[src/hw/sdf_pkg.sv]
package sdf_pkg;
   // ----------------------------------------------------------------
   // register map
   // ----------------------------------------------------------------
   localparam logic [31:0] FIFO_STATUS_ADDR = 32'h4600_0038;
   localparam logic [31:0] CONTROL_ADDR = 32'h4600_0050;
   localparam logic [31:0] INT_STATUS_ADDR = 32'h4600_0054;
   localparam logic [31:0] INT_MASK_ADDR = 32'h4600_0058;
   localparam logic [31:0] REG_RESET = 32'h0000_0000;
   // ----------------------------------------------------------------
   // fifo_status fields
   // ----------------------------------------------------------------
   localparam int FLUSH_BIT = 16;
   localparam int ERR_HI = 15;
   localparam int ERR_LO = 14;
   localparam int TX_SPACE_BIT = 13;
   localparam int RX_AVAIL_BIT = 12;
   localparam int TX_LOW_BIT = 11;
   localparam int TX_DRAINED_BIT = 10;
   localparam int RX_FINAL_BIT = 9;
   localparam int RX_FULL_BIT = 8;
   localparam int RX_HIGH_BIT = 7;
   localparam int OCC_HI = 6;
   // ----------------------------------------------------------------
   // control and interrupt fields
   // ----------------------------------------------------------------
   localparam int DMA_EN_BIT = 15;
   localparam int DIR_HI = 13;
   localparam int DIR_LO = 12;
   localparam int INT_W = 4;
   localparam int INT_ERR = 0;
   localparam int INT_FINAL = 1;
   localparam int INT_DRAIN = 2;
   localparam int INT_FULL = 3;
   // ----------------------------------------------------------------
   // sizes and codes
   // ----------------------------------------------------------------
   localparam int FIFO_DEPTH = 64;
   localparam int TX_LOW_MAX = 32;
   localparam int RX_HIGH_MIN = 32;
   localparam logic [1:0] ERR_NONE = 2'h0;
   localparam logic [1:0] ERR_FAIL = 2'h1;
   localparam logic [1:0] ERR_LAST = 2'h2;
   typedef enum logic [1:0] {
      DIR_NONE = 2'h0, DIR_BUSY = 2'h1, DIR_RX = 2'h2, DIR_TX = 2'h3
   } sdf_dir_e;
   typedef enum logic [1:0] {PH_RUN = 2'b01, PH_FLUSH = 2'b10} sdf_phase_e;
endpackage

[src/hw/sdf_occ_if.sv]
`timescale 1ns/1ps
interface sdf_occ_if
   import sdf_pkg::*;
#(
   parameter int CW = 7
);
   logic push;
   logic pop;
   logic flush;
   logic overrun;
   logic underrun;
   logic [CW-1:0] count;
   sdf_dir_e dir;
   logic txSpace;
   logic rxAvail;
   logic txLow;
   logic txDrained;
   logic rxFull;
   logic rxHigh;
   modport cnt(input push, pop, flush, output count, overrun, underrun);
   modport lvl(input count, dir, output txSpace, rxAvail, txLow, txDrained, rxFull, rxHigh);
   modport top(output push, pop, flush, dir,
      input count, overrun, underrun, txSpace, rxAvail, txLow, txDrained, rxFull, rxHigh);
endinterface

[src/hw/sdf_count.sv]
`timescale 1ns/1ps
module sdf_count
   import sdf_pkg::*;
#(
   parameter int DEPTH = FIFO_DEPTH,
   parameter int CW = 7
) (
   input wire logic clock,
   input wire logic reset_n,
   sdf_occ_if.cnt occ
);
   typedef struct packed {
      logic [CW-1:0] count;
   } sdf_cnt_s;

   localparam logic [CW-1:0] FULL = CW'(DEPTH);
   localparam logic [CW-1:0] ONE = CW'(1);

   sdf_cnt_s st;
   sdf_cnt_s next_st;

   // a push into a full store without a pop, or a pop from an empty one, is refused
   assign occ.overrun = occ.push && !occ.pop && (st.count == FULL);
   assign occ.underrun = occ.pop && (st.count == '0);
   assign occ.count = st.count;

   always_comb begin
      next_st = st;
      if (occ.flush) begin
         next_st.count = '0;
      end else if (occ.push && !occ.overrun && !(occ.pop && !occ.underrun)) begin
         next_st.count = st.count + ONE;
      end else if (occ.pop && !occ.underrun && !occ.push) begin
         next_st.count = st.count - ONE;
      end
   end

   always_ff @(posedge clock or negedge reset_n) begin
      if (!reset_n) begin
         st <= '0;
      end else begin
         st <= next_st;
      end
   end
endmodule // sdf_count

[src/hw/sdf_fifo_status.sv]
// Chosen here: the address-and-strobe port.
`timescale 1ns/1ps
// Contract
// writing one to fifo_flush empties the FIFO; the bit then clears itself
// overflow_underflow_error codes: 00 none, 01 fail, 10 fail in last transfer
// writing ones to the error field clears it; zeros leave it alone
// transmit mode: tx_space_available when 0..63 bytes; DMA request if enabled
// receive mode: rx_data_available when 1..64 bytes; DMA request if enabled
// tx_low_level reads one for 0..32 bytes, zero for 33..64
// tx_drained reads one only when the FIFO is empty
// rx_final_data sets on final data of the transfer, held until written one
// rx_at_capacity reads one only at 64 bytes
// rx_high_level reads one for 32..64 bytes, zero for 0..31
// byte_occupancy reports the current byte count in seven bits
// software may read an oversize final chunk, then clear error and flush
// transfer_direction picks none, busy, receive or transmit operation
// dma_request_enable selects polling or DMA requests
// level flags follow the occupancy within one cycle of push or pop
module sdf_fifo_status
   import sdf_pkg::*;
#(
   parameter int DEPTH = FIFO_DEPTH
) (
   input wire logic clock,
   input wire logic reset_n,
   input wire logic [31:0] regAddr,
   input wire logic [31:0] regWrData,
   input wire logic regWrite,
   input wire logic regRead,
   output logic [31:0] regRdData,
   input wire logic cardPush,
   input wire logic cardPop,
   input wire logic finalData,
   input wire logic lastTransfer,
   output logic fifoFlushOut,
   output logic dmaRequest,
   output logic irq
);
   localparam int CW = $clog2(DEPTH + 1);

   // ----------------------------------------------------------------
   // state
   // ----------------------------------------------------------------
   typedef struct packed {
      sdf_phase_e phase;
      logic flushOut;
      logic [1:0] err;
      logic rxFinal;
      sdf_dir_e dir;
      logic dmaEn;
      logic [INT_W-1:0] intStatus;
      logic [INT_W-1:0] intMask;
      logic drainedPrev;
      logic fullPrev;
      logic [31:0] rdData;
      logic dmaReq;
      logic irq;
   } sdf_top_s;

   localparam sdf_top_s ST_RESET = '{
      phase: PH_RUN,
      flushOut: 1'b0,
      err: ERR_NONE,
      rxFinal: 1'b0,
      dir: DIR_NONE,
      dmaEn: 1'b0,
      intStatus: '0,
      intMask: '0,
      drainedPrev: 1'b1, // an empty store after reset must not look like a fresh drain edge
      fullPrev: 1'b0,
      rdData: REG_RESET,
      dmaReq: 1'b0,
      irq: 1'b0
   };

   sdf_top_s st;
   sdf_top_s next_st;

   sdf_occ_if #(.CW(CW)) occ ();

   function automatic logic hit(input logic [31:0] addr, input logic [31:0] target);
      hit = (addr == target);
   endfunction

   // ----------------------------------------------------------------
   // occupancy counter and level decode
   // ----------------------------------------------------------------
   sdf_count #(.DEPTH(DEPTH), .CW(CW)) u_count (
      .clock(clock),
      .reset_n(reset_n),
      .occ(occ)
   );

   sdf_levels #(.DEPTH(DEPTH), .CW(CW)) u_levels (
      .occ(occ)
   );

   // strobes seen during the flush cycle are dropped with the data
   assign occ.push = cardPush && !st.flushOut;
   assign occ.pop = cardPop && !st.flushOut;
   assign occ.flush = st.flushOut;
   assign occ.dir = st.dir;

   // ----------------------------------------------------------------
   // decode
   // ----------------------------------------------------------------
   logic statusWr;
   logic controlWr;
   logic maskWr;
   logic flushWr;
   logic intRd;
   logic failEvent;
   logic dmaCause;
   logic [31:0] statusWord;
   logic [31:0] readWord;
   logic [INT_W-1:0] events;

   assign statusWr = regWrite && hit(regAddr, FIFO_STATUS_ADDR);
   assign controlWr = regWrite && hit(regAddr, CONTROL_ADDR);
   assign maskWr = regWrite && hit(regAddr, INT_MASK_ADDR);
   assign flushWr = statusWr && regWrData[FLUSH_BIT];
   assign intRd = regRead && hit(regAddr, INT_STATUS_ADDR);
   assign failEvent = occ.overrun || occ.underrun;
   assign dmaCause = st.dmaEn && (occ.txSpace || occ.rxAvail);

   always_comb begin
      statusWord = REG_RESET;
      statusWord[FLUSH_BIT] = (st.phase == PH_FLUSH);
      statusWord[ERR_HI:ERR_LO] = st.err;
      statusWord[TX_SPACE_BIT] = occ.txSpace;
      statusWord[RX_AVAIL_BIT] = occ.rxAvail;
      statusWord[TX_LOW_BIT] = occ.txLow;
      statusWord[TX_DRAINED_BIT] = occ.txDrained;
      statusWord[RX_FINAL_BIT] = st.rxFinal;
      statusWord[RX_FULL_BIT] = occ.rxFull;
      statusWord[RX_HIGH_BIT] = occ.rxHigh;
      statusWord[OCC_HI:0] = 7'(occ.count);
   end

   // unmapped addresses read as zero
   always_comb begin
      readWord = REG_RESET;
      if (hit(regAddr, FIFO_STATUS_ADDR)) begin
         readWord = statusWord;
      end else if (hit(regAddr, CONTROL_ADDR)) begin
         readWord[DMA_EN_BIT] = st.dmaEn;
         readWord[DIR_HI:DIR_LO] = st.dir;
      end else if (hit(regAddr, INT_STATUS_ADDR)) begin
         readWord[INT_W-1:0] = st.intStatus;
      end else if (hit(regAddr, INT_MASK_ADDR)) begin
         readWord[INT_W-1:0] = st.intMask;
      end
   end

   // edges, not levels, so a drained or full FIFO interrupts once
   always_comb begin
      events = '0;
      events[INT_ERR] = failEvent;
      events[INT_FINAL] = finalData;
      events[INT_DRAIN] = occ.txDrained && !st.drainedPrev;
      events[INT_FULL] = occ.rxFull && !st.fullPrev;
   end

   // ----------------------------------------------------------------
   // next state
   // ----------------------------------------------------------------
   always_comb begin
      next_st = st;
      next_st.flushOut = 1'b0;
      next_st.phase = PH_RUN;
      case (st.phase)
         PH_RUN: begin
            if (flushWr) begin
               next_st.phase = PH_FLUSH;
               next_st.flushOut = 1'b1;
            end
         end
         PH_FLUSH: begin
            // back-to-back flush writes simply flush again
            if (flushWr) begin
               next_st.phase = PH_FLUSH;
               next_st.flushOut = 1'b1;
            end
         end
         default: begin
            next_st.phase = PH_RUN;
         end
      endcase

      if (statusWr) begin
         next_st.err = st.err & ~regWrData[ERR_HI:ERR_LO];
         if (regWrData[RX_FINAL_BIT]) begin
            next_st.rxFinal = 1'b0;
         end
      end
      // a new fault wins over a clear in the same cycle
      if (failEvent) begin
         next_st.err = lastTransfer ? ERR_LAST : ERR_FAIL;
      end
      if (finalData) begin
         next_st.rxFinal = 1'b1;
      end

      if (controlWr) begin
         next_st.dmaEn = regWrData[DMA_EN_BIT];
         next_st.dir = sdf_dir_e'(regWrData[DIR_HI:DIR_LO]);
      end
      if (maskWr) begin
         next_st.intMask = regWrData[INT_W-1:0];
      end

      next_st.intStatus = (intRd ? '0 : st.intStatus) | events;
      next_st.drainedPrev = occ.txDrained;
      next_st.fullPrev = occ.rxFull;
      next_st.rdData = regRead ? readWord : REG_RESET;
      next_st.dmaReq = dmaCause;
      next_st.irq = |(next_st.intStatus & next_st.intMask);
   end

   always_ff @(posedge clock or negedge reset_n) begin
      if (!reset_n) begin
         st <= ST_RESET;
      end else begin
         st <= next_st;
      end
   end

   assign regRdData = st.rdData;
   assign fifoFlushOut = st.flushOut;
   assign dmaRequest = st.dmaReq;
   assign irq = st.irq;

   logic statusRd;
   assign statusRd = regRead && hit(regAddr, FIFO_STATUS_ADDR);
endmodule // sdf_fifo_status

[src/hw/sdf_levels.sv]
`timescale 1ns/1ps
module sdf_levels
   import sdf_pkg::*;
#(
   parameter int DEPTH = FIFO_DEPTH,
   parameter int CW = 7
) (
   sdf_occ_if.lvl occ
);
   localparam logic [CW-1:0] FULL = CW'(DEPTH);
   localparam logic [CW-1:0] LOW_MAX = CW'(TX_LOW_MAX);
   localparam logic [CW-1:0] HIGH_MIN = CW'(RX_HIGH_MIN);

   // flags follow the live count, so they move in the same cycle as it
   always_comb begin
      occ.txSpace = (occ.dir == DIR_TX) && (occ.count < FULL);
      occ.rxAvail = (occ.dir == DIR_RX) && (occ.count != '0);
      occ.txLow = (occ.count <= LOW_MAX);
      occ.txDrained = (occ.count == '0);
      occ.rxFull = (occ.count == FULL);
      occ.rxHigh = (occ.count >= HIGH_MIN);
   end
endmodule // sdf_levels

[config.mk]
export PLATFORM = sky130hd
export DESIGN_NAME = sdf_fifo_status
export DESIGN_NICKNAME = d
export VERILOG_FILES = /design/src/hw/sdf_pkg.sv /design/src/hw/sdf_occ_if.sv /design/src/hw/sdf_count.sv /design/src/hw/sdf_fifo_status.sv /design/src/hw/sdf_levels.sv
export SDC_FILE = /design/constraint.sdc
export NUM_CORES = 1
export LEC_CHECK = 0
export BUFFER_PORTS_ARGS = -buffer_cell sky130_fd_sc_hd__buf_2
export CAP_MARGIN = 20
export CORE_ASPECT_RATIO = 1.75
export CORE_MARGIN = 1
export CORE_UTILIZATION = 41
export CTS_CLUSTER_DIAMETER = 120
export DETAILED_ROUTE_END_ITERATION = 7
export PLACE_DENSITY = 0.76
export SLEW_MARGIN = 20
export SYNTH_ARGS = -nofsm -noshare
export SYNTH_HDL_FRONTEND = slang
export SYNTH_HIERARCHICAL = 1
export SYNTH_SLANG_ARGS = --single-unit
[constraint.sdc]
create_clock -name clock -period 4.1 [get_ports clock]
set_clock_uncertainty 0.15 [all_clocks]
set_input_delay 0.205 -clock clock [delete_from_list [all_inputs] [get_ports clock]]
set_output_delay 0.205 -clock clock [all_outputs]
set_load 0.01 [all_outputs]
# --- Yosys cells after proc, flatten, opt, wreduce, memory -nomap -nowiden ---
# Index checks and enable logic that the tools add are counted.
# Widths: inputs -> output; s select.
word_totals:
  output_inout_bits: 35
  input_bits: 72
  register_bits: 60
  wordCells: 95
op_classes:
  n_addsub: 2
  bitwise_logic: 4
  n_reduce_logical: 38
  n_mux: 25
  n_eq_ne: 9
  order_cmp: 3
op_table:
  columns: ["operator", "n"]
  rows:
  - ["$eq 32x31->1 const B", 4]
  - ["$mux 32", 1]
  - ["$mux 4", 6]
  - ["$mux 7", 3]
  - ["$logic_and 1x1->1", 19]
  - ["$mux 2", 5]
  - ["$logic_not 1->1", 8]
  - ["$mux 8", 1]
  - ["$add 7x1->7 const B", 1]
  - ["$eq 7x7->1 const B", 1]
  - ["$ge 7x6->1 const B", 1]
  - ["$le 7x6->1 const B", 1]
  - ["$logic_not 7->1", 1]
  - ["$lt 7x7->1 const B", 1]
  - ["$mux 1", 7]
  - ["$reduce_bool 7->1", 1]
  - ["$sub 7x1->7 const B", 1]
  - ["$eq 2x2->1 const B", 3]
  - ["$mux 3", 2]
  - ["$reduce_bool 2->1", 3]
  - ["$and 4x4->4", 1]
  - ["$or 4x4->4", 1]
  - ["$reduce_or 4->1", 1]
  - ["$reduce_bool 3->1", 1]
  - ["6 further kinds", 7]

# --- Depth between registers and ports, before layout ---
# Gate-level depths: netlist of the first run.
logic_depth:
  ltp_word: 10
  mapped_depth: 8
  mapped_depth_nobuf: 8

# --- Cells and area by module ---
# Netlist of the first run, hierarchy kept.
by_module_without_submodules:
  columns: ["mod", "cells_each", "n_inst", "seq_area_each_um2", "area_per_inst_um2"]
  rows:
  - ["sdf_fifo_status", 172, 1, 928.4, 1938.1]
  - ["sdf_count", 77, 1, 175.2, 688.2]
  - ["sdf_levels", 10, 1, 0.0, 70.1]

# --- Worst setup path before layout of the first run ---
# Ideal clock, no wire load.
synth_path:
  path_kind: "register to register"
  startpoint: "register u_count.st (netlist bit u_count/occ.count[1])"
  endpoint: "register u_count.st (netlist bit u_count/occ.count[6])"
  stages_incl_launch_ff: 9
  path_buffers: 0
  t_arrival_ns: 3.088
  required_ns: 3.815
  period_less_slack_ns: 3.374
  setup_slack_ns: 0.726
  path_cell_list: "dfrtp_1 -> or4_1 -> o21ai_0 -> nand3_1 -> fa_1 -> a21o_1 -> a2111oi_0 -> o32a_1 -> a31oi_1"
synth_via:
  elab_chain_len: 8
  word_cells_on_any_way: 17
  classes_between: "add/sub: 2; eq/ne: 1; mux: 3; reduce/logical: 11"
synth_lines:
  columns: ["item", "line", "text"]
  rows:
  - ["start: declaration", "sdf_count.sv:19", "sdf_cnt_s st;"]
  - ["start signal: assignment", "sdf_count.sv:42", "st <= next_st;"]
  - ["branches (longest 8 deep; another with $sub 7x1->7)", null, null]
# Parallel ways; which one is timed is not known. The select of a mux whose other input is x is not followed.
# A chain may end at the register's enable or synchronous reset.

# --- Final worst setup path of the first run ---
# Same ends and word-level chain as after synthesis.

==> qor.txt, run 1 <==
aggregate global-route resource usage = 17.6%
core area = 6280 um2
worst hold slack = 0.0106 ns
setup slack, reg-to-reg = 0.53 ns
Nets = 396
full die area = 6920 um2
gate count of the mapped netlist = 259
# DRC = 0
Ys Warns = 6
critical path startpoint = u_count/occ.count[1]$_DFFE_PN0P_
vias in the first global route = 2097
CTS Buf Count = 5
DR pass1 iterations = 4
Worst EP arrival = 3.64 ns
hold_sp = regWrData[15]
DRT met1 WL = 1880 um
first-pass GRT wire length = 9200 um
FFs w/ async S/R, synth = 100%
Highest Signal Layer = met4
layout cell share with drive strength beyond 1 = 31.1%
Slew headroom = 38.4%
worst hold endpoint = st[44]$_DFFE_PN0P_
Die Wd = 63.3 um
Top FF cell, synth = dfrtp_1
post-synth cell types = 62
crit start category = flop
R2R depth = 9
pwr/cell area = 432 nW/um2
RSZ-0062 raised after global routing = no
worst-skew pair later-pin latency = 0.30 ns
Tcrit/Tclk final = 87.1%
global placement routability congestion = 0.889
Iter 0 DRT Violations = 38
WS Path Type = reg2reg
final worst slack = 0.530 ns
CTS tree = yes
count of boundary I/O pins = 107
fmax = 280 MHz
port bufs = 69
final setup vio count = 0
Worst Tran Pin Value = 0.924 ns
area grow syn2layout = 13.9%
row count = 38
outcome = completed
commonest non-fill, non-tap cell in the layout = buf_2
final hold vios = 0
initial core utilization = 43.0%
type of destination of the critical path = flop
Final Max Slew Viols = 0
fin util = 48.9%
total power = 1330 uW
crit-path max FO = 7
vias per cell = 5.37
synthesized area = 2700 um2
met2 wire len = 3300 um
Final HPWL DP = 4380 um
Vias = 2136
Req. time, crit path = 4.17 ns
dominant cell type by area after synthesis = dfrtp_1
Yosys top cell area share = 39.0%
FF+latch count, synth = 44
post-route ant nets = 0
H-tree Lvls = 2
clock transition at the registers of the reported paths = 0.08 ns
TNS Setup = 0 ns
Root Driver = clkbuf_8
most frequent cells in the layout = buf_2 (69), dfrtp_1 (42), conb_1 (15)
initial antenna violation count = 0
die height = 109 um
DR WL met3 = 232 um
worst r2r dst = u_count/occ.count[6]$_DFFE_PN0P_
Max Root-Sink Buffers = 2
largest net degree at the start of global routing = 45
crit path time final = 3.57 ns
antenna diode count = 0
Hold WC Path Type = in2reg
main area contributors after synthesis = dfrtp_1 (39%), buf_4 (8.9%), and3_1 (3.0%), nor2b_1 (3.0%), mux2_2 (2.9%)
Hold Crit Depth = 2
Avg Inst Size Synth = 10.4 um2
Detailed Route WL = 5580 um
Routed WL per cell = 14.0 um
Static Leakage = 0.00153 uW
number of synthesized flops with an enable pin = 0
dpl ws = 0.543 ns
Reg-to-Reg Start = u_count/occ.count[1]$_DFFE_PN0P_
clock sinks = 44
total grt overflow = 0
VDD IR max = 0.000300 V
sequential area share after synthesis = 40.9%
MaxCap Viol Count = 0
==> through the flow <==
stage	cell area [um2]	cells
5_1_grt	3070	398
2_1_floorplan	2750	273
4_1_cts	3070	398
3_5_place_dp	2930	385
6_report	3070	398
3_3_place_gp	2930	385
==> worst max-delay path by stage <==
stage,to,slack [ns],cells past startpoint
finish,u_count/occ.count[6]$_DFFE_PN0P_,0.53,9
global route,u_count/occ.count[6]$_DFFE_PN0P_,0.34,9
CTS,u_count/occ.count[6]$_DFFE_PN0P_,0.52,9
detailed placement,u_count/occ.count[6]$_DFFE_PN0P_,0.54,9
global placement,u_count/occ.count[6]$_DFFE_PN0P_,0.53,9
floorplan,u_count/occ.count[6]$_DFFE_PN0P_,0.73,8
==> per-layer routing <==
layer	vias up	track usage, %
met5	-	0
met4	0	10.1
met3	13	3.14
met2	77	36.1
met1	1014	15.5
li1	1032	-
==> report_power, final <==
part	switching [uW]	internal [uW]	total, uW	leakage, uW
logic	227	239	466	0.000908
clock network	148	119	267	0.0000479
registers	99.5	494	593	0.000574
total	475	852	1330	0.00153
==> timing repair <==
action,in CTS,in global routing
resized for setup,0,0
endpoints found under the setup margin,0,0
hold endpoints to repair,47,0
hold buffers,5,0
setup buffers,0,0
==> worst max-delay path: stages, from the launching register on <==
cell,delay (ns)
dfrtp_1,0.47
or4_1,0.58
o21ai_0,0.36
nand3_1,0.32
fa_1,0.52
a21o_1,0.23
a2111oi_0,0.38
buf_4,0.19
a41oi_1,0.11
a31oi_1,0.17
==> registers in the layout, summed over array words and instances, names as in the netlist <==
register,flops
regRdData,17
st,15
u_count/occ.count,7
occ.dir,2
dmaRequest,1
fifoFlushOut,1
irq,1
==> Yosys cell counts (all sizes together) (3+ instances only) <==
| cell type | n |
|---|---|
| a21oi | 3 |
| a22o | 8 |
| buf | 34 |
| clkbuf | 5 |
| nand2 | 9 |
| or4 | 4 |
| dfrtp | 42 |
| ha | 6 |
| nor2 | 11 |
| nand2b | 4 |
| mux2 | 7 |
| o31a | 6 |
| nor4 | 11 |
| a22oi | 3 |
| nor4b | 3 |
| o22ai | 3 |
| or2 | 10 |
| nand3 | 6 |
| and4 | 4 |
| inv | 8 |
| nor2b | 13 |
| mux2i | 4 |
| and3 | 13 |
==> logic make-up (layout without fill, tap and decap cells) <==
family / Yosys count / after routing / synth area share, %
AOI/OAI and AO/OA: 45 / 45 / 14.0
xor gates and xnor gates: 1 / 1 / 0.325
muxes: 11 / 11 / 4.41
and+or+nand+nor: 103 / 103 / 25.4
buffers and inverters: 47 / 92 / 11.3
other: 1 / 15 / 0.139
DFF: 44 / 44 / 40.9
adders and majority gates: 7 / 7 / 3.53
==> layout make-up <==
cell class              instances  area, um2
multi-input cells             182       1340
repair buffers                 76        410
well taps                      80        100
clock buffers                   5       68.8
flip-flops and latches         44       1100
fillers                       593       3200
inverters                       8       30.0
clock inverters                 3       18.8
(Power assumes the default switching activity.)
==> run 2, diff against run 1 <==
CORE_ASPECT_RATIO = not set   (was 1.75)
CORE_UTILIZATION = 48   (was 41)
PLACE_DENSITY = 0.88   (was 0.76)
SYNTH_HIERARCHICAL = not set   (was 1)
==> run 2 against run 1 <==
  * Fmax down 4.7%
  * Critical path depth rose by 2
  * Non-clock buffer count down 1
  * Area after synthesis down 8.1%
  * Synthesized cell count decreased by 12%
  * Worst setup slack lost 0.17 ns
  * Combinational power shrank 21%
  * Sequential share of layout area grew 3.3 points
  * Highest routed layer unchanged
==> qor.txt, run 2 <==
aggregate global-route resource usage = 19.5% (was 17.6%)
Avg Inst Size Synth = 10.8 um2 (was 10.4 um2)
most frequent cells in the layout = buf_2 (69), dfrtp_1 (42), conb_1 (15) (unchanged)
global placement routability congestion = 0.825 (was 0.889)
worst-skew pair later-pin latency = 0.29 ns (was 0.30 ns)
Tcrit/Tclk final = 91.3% (was 87.1%)
FF+latch area = 1100 um2 (unchanged)
Routed WL per cell = 13.5 um (was 14.0 um)
dominant cell type by area after synthesis = dfrtp_1 (unchanged)
TNS Setup = 0 ns (unchanged)
pwr/cell area = 432 nW/um2 (about the same)
Yosys top cell area share = 42.4% (was 39.0%)
Worst EP arrival = 3.76 ns (was 3.64 ns)
largest net degree at the start of global routing = 45 (unchanged)
post-synth cell types = 61 (was 62)
Die Wd = 73.8 um (was 63.3 um)
DR pass1 iterations = 4 (unchanged)
initial antenna violation count = 0 (unchanged)
CTS tree = yes (unchanged)
crit-path max FO = 6 (was 7)
Worst Tran Pin Value = 0.952 ns (was 0.924 ns)
crit start category = flop (unchanged)
cell family with most CP delay = simple AND/OR/NAND/NOR gates (was compound AO/OA/AOI/OAI gates)
sequential area share after synthesis = 44.5% (was 40.9%)
clock transition at the registers of the reported paths = 0.08 ns (about the same)
critical path startpoint = u_count.occ.count[4]$_DFFE_PN0P_ (was u_count/occ.count[1]$_DFFE_PN0P_)
CTS Hold Buffers Added = 5 (unchanged)
Ys Warns = 0 (was 6)
Max Root-Sink Buffers = 2 (unchanged)
Hold WC Path Type = in2reg (unchanged)
MaxCap Viol Count = 0 (unchanged)
main area contributors after synthesis = dfrtp_1 (42%), buf_4 (9.7%), mux2_2 (3.6%), ha_1 (3.5%), a22o_1 (3.2%) (was dfrtp_1 (39%), buf_4 (8.9%), and3_1 (3.0%), nor2b_1 (3.0%), mux2_2 (2.9%))
full die area = 5450 um2 (was 6920 um2)
initial core utilization = 51.1% (was 43.0%)
Req. time, crit path = 4.12 ns (was 4.17 ns)
CP Depth = 11 (was 9)
crit path time final = 3.74 ns (was 3.57 ns)
CP Cell Sequence = or4_4, o31ai_1, and4b_4, inv_1, ha_1, nor2b_1, o31a_1, o21a_1, or3_1, a32oi_1, o41ai_2 (was or4_1, o21ai_0, nand3_1, fa_1, a21o_1, a2111oi_0, buf_4, a41oi_1, a31oi_1)
vias in the first global route = 1744 (was 2097)
largest family of logic cells by synthesized area = simple AND/OR/NAND/NOR gates (unchanged)
total grt overflow = 0 (unchanged)
post-synthesis adder-cell area fraction = 4.34% (was 3.53%)
die height = 73.8 um (was 109 um)
Worst path max stage delay = 0.58 ns (about the same)
Iter 0 DRT Violations = 110 (was 38)
worst r2r dst = u_count.occ.count[6]$_DFFE_PN0P_ (was u_count/occ.count[6]$_DFFE_PN0P_)
type of destination of the critical path = flop (unchanged)
Worst setup endpoint = u_count.occ.count[6]$_DFFE_PN0P_ (was u_count/occ.count[6]$_DFFE_PN0P_)
setup slack, reg-to-reg = 0.36 ns (was 0.53 ns)
FFs w/ async S/R, synth = 100% (unchanged)
CTS Buf Count = 5 (unchanged)
row count = 25 (was 38)
WS Path Type = reg2reg (unchanged)
commonest non-fill, non-tap cell in the layout = buf_2 (unchanged)
mux contribution to synthesized area = 4.04% (was 4.41%)
Final HPWL DP = 3550 um (was 4380 um)
Top FF cell, synth = dfrtp_1 (unchanged)
Vias = 1871 (was 2136)
antenna diode count = 0 (unchanged)
FF+latch count, synth = 44 (unchanged)
area of the multi-input gates = 1090 um2 (was 1340 um2)
count leader, synth = dfrtp_1 (unchanged)
core area = 4850 um2 (was 6280 um2)
gate count of the mapped netlist = 229 (was 259)
R2R depth = 11 (was 9)
post-synthesis xor/xnor area fraction = 0.707% (was 0.325%)
Final Max Slew Viols = 0 (unchanged)
# DRC = 0 (unchanged)
post-cts repair resize count = 0 (unchanged)
final hold vios = 0 (unchanged)
Non-Filler Instances = 352 (was 398)
Slew headroom = 36.5% (was 38.4%)
synthesized area = 2480 um2 (was 2700 um2)
synth cell count leaders = dfrtp_1 (42), buf_4 (32), nand2_1 (14) (was dfrtp_1 (42), buf_4 (32), and3_1 (13), nor2b_1 (13), nor2_1 (11))
outcome = completed (unchanged)
Worst Path Buf+Inv = 1 (unchanged)
simple-gate area share of the yosys netlist = 18.0% (was 25.4%)
Nets = 365 (was 396)
area grow syn2layout = 13.6% (was 13.9%)
final setup vio count = 0 (unchanged)
RSZ-0062 raised after global routing = no (unchanged)
vias per cell = 5.32 (was 5.37)
Static Leakage = 0.00142 uW (was 0.00153 uW)
complex-gate fraction of the synthesized area = 14.4% (was 14.0%)
clock sinks = 44 (unchanged)
post-CTS setup buffers = 0 (unchanged)
Reg-to-Reg Start = u_count.occ.count[4]$_DFFE_PN0P_ (was u_count/occ.count[1]$_DFFE_PN0P_)
Root Driver = clkbuf_8 (unchanged)
post-route ant nets = 0 (unchanged)
Largest register FFs = 17 (unchanged)
# fillers = 414 (was 593)
VDD IR max = 0.000235 V (was 0.000300 V)
Detailed Route WL = 4740 um (was 5580 um)
first-pass GRT wire length = 7770 um (was 9200 um)
Inst Count DP = 340 (was 385)
H-tree Lvls = 2 (unchanged)
CP max-delay cell = or4_4 (was or4_1)
count of boundary I/O pins = 107 (unchanged)
fmax = 267 MHz (was 280 MHz)
layout cell share with drive strength beyond 1 = 35.1% (was 31.1%)
number of synthesized flops with an enable pin = 0 (unchanged)
port bufs = 69 (unchanged)
run 2: cell types whose count changed in the layout (fill, tap and decap cells not counted), moves of 5 or more:
cell,previous run,this run
nor2b_1,13,3
or2_1,8,0
o31a_1,6,1
nor4_1,10,5
and3_1,13,5
nand2_1,9,14
nor3_1,1,6
run 2: cell families after synthesis:
logic type,after synthesis
compound gates,43
xor+xnor,2
fa+ha+maj,8
buf+inv,51
flops,44
mux,9
other cells,1
simple gates,71
run 2: final cells by class:
cell class | instances | share of cell area [%]
Clock buffer | 7 | 3.42
Multi-Input combinational cell | 148 | 38.6
Inverter | 11 | 1.47
Tap cell | 67 | 2.98
Timing Repair Buffer | 75 | 14.3
Sequential cell | 44 | 39.2
run 2: per-stage QoR:
stage | hold slack, ns | area [um2] | utilization (%) | power, uW | worst slack [ns]
after floorplan | -0.241 | 2530 | - | 855 | 0.625
after global placement | 0.233 | 2670 | 55.0 | 911 | 0.451
after detailed placement | 0.244 | 2670 | 55.0 | 925 | 0.393
after CTS | 0.00257 | 2810 | 58.0 | 1220 | 0.373
after global routing | 0.000595 | 2810 | 58.0 | 1290 | 0.165
final | 0.0106 | 2810 | 58.0 | 1220 | 0.355
run 2: where the power goes:
| part | total, uW | switching [uW] | internal, uW |
|---|---|---|---|
| sequential | 558 | 72.9 | 486 |
| combinational | 369 | 183 | 187 |
| clock | 287 | 137 | 150 |
run 2: worst min path at each step:
stage / startpoint / to / cells past startpoint
floorplan: reset_n / dmaRequest$_DFF_PN0_ / 0
global placement: reset_n / irq$_DFF_PN0_ / 1
detailed placement: reset_n / irq$_DFF_PN0_ / 1
CTS: regWrData[3] / st[39]$_DFF_PN0_ / 2
global route: regWrData[1] / st[37]$_DFF_PN0_ / 2
finish: regWrData[3] / st[39]$_DFF_PN0_ / 2
run 2: metal layers:
layer | vias to the layer above | share of wire [%] | routed length (um) | global-route usage, %
li1 | 896 | - | - | -
met1 | 893 | 42 | 2000 | 23.4
met2 | 78 | 50 | 2380 | 33.7
met3 | 4 | 6.4 | 302 | 5.08
met4 | 0 | 1.3 | 63 | 6.41
met5 | - | 0 | 0 | 0
==> run 3, diff against run 2 <==
BUFFER_PORTS_ARGS = -buffer_cell sky130_fd_sc_hd__buf_4   (was -buffer_cell sky130_fd_sc_hd__buf_2)
CORE_UTILIZATION = 40   (was 48)
PLACE_DENSITY = 0.81   (was 0.88)
==> run 3 against run 2 <==
  * Worst setup slack gained 0.0084 ns
  * Cell count grew 3.1%
  * Core utilization shrank 7.0 points
  * First-iteration DRC count is the same
  * Flip-flop and latch count is the same
  * Largest power group unchanged
  * Worst hold slack gained 0.0067 ns
  * Clock-buffer cell count shrank 2
  * Clock power grew 16%
  * Power grew 5.6%
  * Fmax grew 0.22%
==> qor.txt, run 3 (same netlist as run 2, synthesis figures left out) <==
MaxCap Viol Count = 0 (unchanged)
CP Cell Sequence = or4_4, o31ai_1, and4b_4, inv_1, ha_1, nor2b_1, o31a_1, o21a_1, or3_1, a32oi_1, o41ai_2 (unchanged)
Largest register FFs = 17 (unchanged)
RSZ-0062 raised after global routing = no (unchanged)
VDD IR max = 0.000188 V (was 0.000235 V)
Static Leakage = 0.00147 uW (was 0.00142 uW)
first-pass GRT wire length = 8260 um (was 7770 um)
commonest non-fill, non-tap cell in the layout = buf_4 (was buf_2)
worst r2r dst = u_count.occ.count[6]$_DFFE_PN0P_ (unchanged)
row count = 28 (was 25)
crit-path max FO = 6 (unchanged)
Final HPWL DP = 3980 um (was 3550 um)
area of the multi-input gates = 1090 um2 (unchanged)
vias in the first global route = 1816 (was 1744)
initial antenna violation count = 0 (unchanged)
hold_sp = regWrData[3] (unchanged)
total grt overflow = 0 (unchanged)
WS Path Type = reg2reg (unchanged)
Worst EP arrival = 3.76 ns (about the same)
count of boundary I/O pins = 107 (unchanged)
Final Max Slew Viols = 0 (unchanged)
Worst Path Buf+Inv = 1 (unchanged)
H-tree Lvls = 2 (unchanged)
FF+latch area = 1100 um2 (unchanged)
most frequent cells in the layout = buf_4 (69), dfrtp_1 (42), conb_1 (15) (was buf_2 (69), dfrtp_1 (42), conb_1 (15))
Slew headroom = 42.9% (was 36.5%)
Design Area, Final = 3040 um2 (was 2810 um2)
largest net degree at the start of global routing = 45 (unchanged)
Placed Area = 2840 um2 (was 2670 um2)
layout cell share with drive strength beyond 1 = 34.7% (was 35.1%)
area grow syn2layout = 22.7% (was 13.6%)
initial core utilization = 41.6% (was 51.1%)
clock sinks = 44 (unchanged)
CTS Buf Count = 5 (unchanged)
aggregate global-route resource usage = 17.2% (was 19.5%)
clock transition at the registers of the reported paths = 0.09 ns (was 0.08 ns)
Inst Count DP = 347 (was 340)
post-CTS setup buffers = 0 (unchanged)
Worst Tran Pin Value = 0.854 ns (was 0.952 ns)
CP max-delay cell = or4_4 (unchanged)
# DRC = 0 (unchanged)
setup slack, reg-to-reg = 0.36 ns (about the same)
worst hold endpoint = st[39]$_DFF_PN0_ (unchanged)
Routed WL per cell = 14.4 um (was 13.5 um)
TNS Setup = 0 ns (unchanged)
core area = 5960 um2 (was 4850 um2)
Tcrit/Tclk final = 91.1% (was 91.3%)
full die area = 6510 um2 (was 5450 um2)
crit path time final = 3.74 ns (about the same)
vias per cell = 5.22 (was 5.32)
final setup vio count = 0 (unchanged)
Detailed Route WL = 5220 um (was 4740 um)
Reg-to-Reg Start = u_count.occ.count[3]$_DFFE_PN0P_ (was u_count.occ.count[4]$_DFFE_PN0P_)
crit start category = flop (unchanged)
worst-skew pair later-pin latency = 0.30 ns (was 0.29 ns)
R2R depth = 11 (unchanged)
Hold Crit Depth = 2 (unchanged)
CTS tree = yes (unchanged)
Max Root-Sink Buffers = 2 (unchanged)
Req. time, crit path = 4.12 ns (about the same)
# fillers = 534 (was 414)
DR pass1 iterations = 4 (unchanged)
die height = 80.7 um (was 73.8 um)
global placement routability congestion = 0.829 (was 0.825)
Iter 0 DRT Violations = 110 (unchanged)
cell family with most CP delay = simple AND/OR/NAND/NOR gates (unchanged)
antenna diode count = 0 (unchanged)
Vias = 1895 (was 1871)
post-route ant nets = 0 (unchanged)
Hold WC Path Type = in2reg (unchanged)
outcome = completed (unchanged)
type of destination of the critical path = flop (unchanged)
fmax = 268 MHz (was 267 MHz)
Nets = 367 (was 365)
Worst path max stage delay = 0.57 ns (was 0.58 ns)
port bufs = 69 (unchanged)
Root Driver = clkbuf_8 (unchanged)
final hold vios = 0 (unchanged)
Die Wd = 80.7 um (was 73.8 um)
pwr/cell area = 422 nW/um2 (was 432 nW/um2)
Non-Filler Instances = 363 (was 352)
## run 3: cell types whose count changed in the layout (fill, tap and decap cells not counted), sizes merged
cell | previous run | this run
dlygate4sd3 | 5 | 8
clkbuf | 7 | 5
clkinv | 0 | 2
buf | 70 | 69
bufinv | 0 | 1
## run 3: what timing repair did
action,CTS,global route
setup endpoints to repair,0,0
hold endpoints to repair,49,2
hold buffers,6,2
gates resized for setup,0,0
## run 3: area by class of cell
type / instances / share of cell area, %
multi-input combinational: 148 / 35.7
timing repair buffer: 77 / 19.7
sequential: 44 / 36.3
inverter: 11 / 1.36
clock buffer: 5 / 2.26
tap: 75 / 3.09
clock inverter: 3 / 1.56
## run 3: through the flow
stage | worst slack (ns) | total power (uW) | util [%] | hold WS, ns
2_1_floorplan | 0.625 | 855 | - | -0.241
3_3_place_gp | 0.443 | 927 | 47.7 | 0.0674
3_5_place_dp | 0.391 | 946 | 47.7 | 0.0749
4_1_cts | 0.373 | 1290 | 50.7 | 0.000590
5_1_grt | 0.169 | 1370 | 51.0 | 0.0134
6_report | 0.364 | 1280 | 51.0 | 0.0174
## run 3: layer usage
metal  GRT usage, %  up-vias  part of all wire (%)
li1               -      898                     -
met1           19.4      902                    40
met2           30.2       86                    51
met3           4.66        9                   6.4
met4           8.04        0                   2.1
met5              0        -                     0
## run 3: how the worst max path moves through the flow
stage / depth (start not counted) / endpoint / startpoint
after floorplan: 11 / u_count.occ.count[6]$_DFFE_PN0P_ / u_count.occ.count[4]$_DFFE_PN0P_
after global placement: 11 / u_count.occ.count[6]$_DFFE_PN0P_ / u_count.occ.count[4]$_DFFE_PN0P_
after detailed placement: 11 / u_count.occ.count[6]$_DFFE_PN0P_ / u_count.occ.count[4]$_DFFE_PN0P_
after CTS: 11 / u_count.occ.count[6]$_DFFE_PN0P_ / u_count.occ.count[4]$_DFFE_PN0P_
after global routing: 11 / u_count.occ.count[6]$_DFFE_PN0P_ / u_count.occ.count[3]$_DFFE_PN0P_
final: 11 / u_count.occ.count[6]$_DFFE_PN0P_ / u_count.occ.count[3]$_DFFE_PN0P_
## run 3: worst register-to-register path, stage by stage, from the launching register on
cell,delay (ns)
dfrtp_1,0.44
or4_4,0.57
o31ai_1,0.41
and4b_4,0.33
inv_1,0.12
ha_1,0.32
nor2b_1,0.17
o31a_1,0.27
o21a_1,0.18
or3_1,0.33
a32oi_1,0.22
o41ai_2,0.10
## run 3: power by group
group | total (uW) | leakage, uW | internal, uW | switching (uW)
Combinational | 390 | 0.000850 | 201 | 189
Sequential | 561 | 0.000565 | 485 | 75.8
Clock | 332 | 0.0000583 | 183 | 149
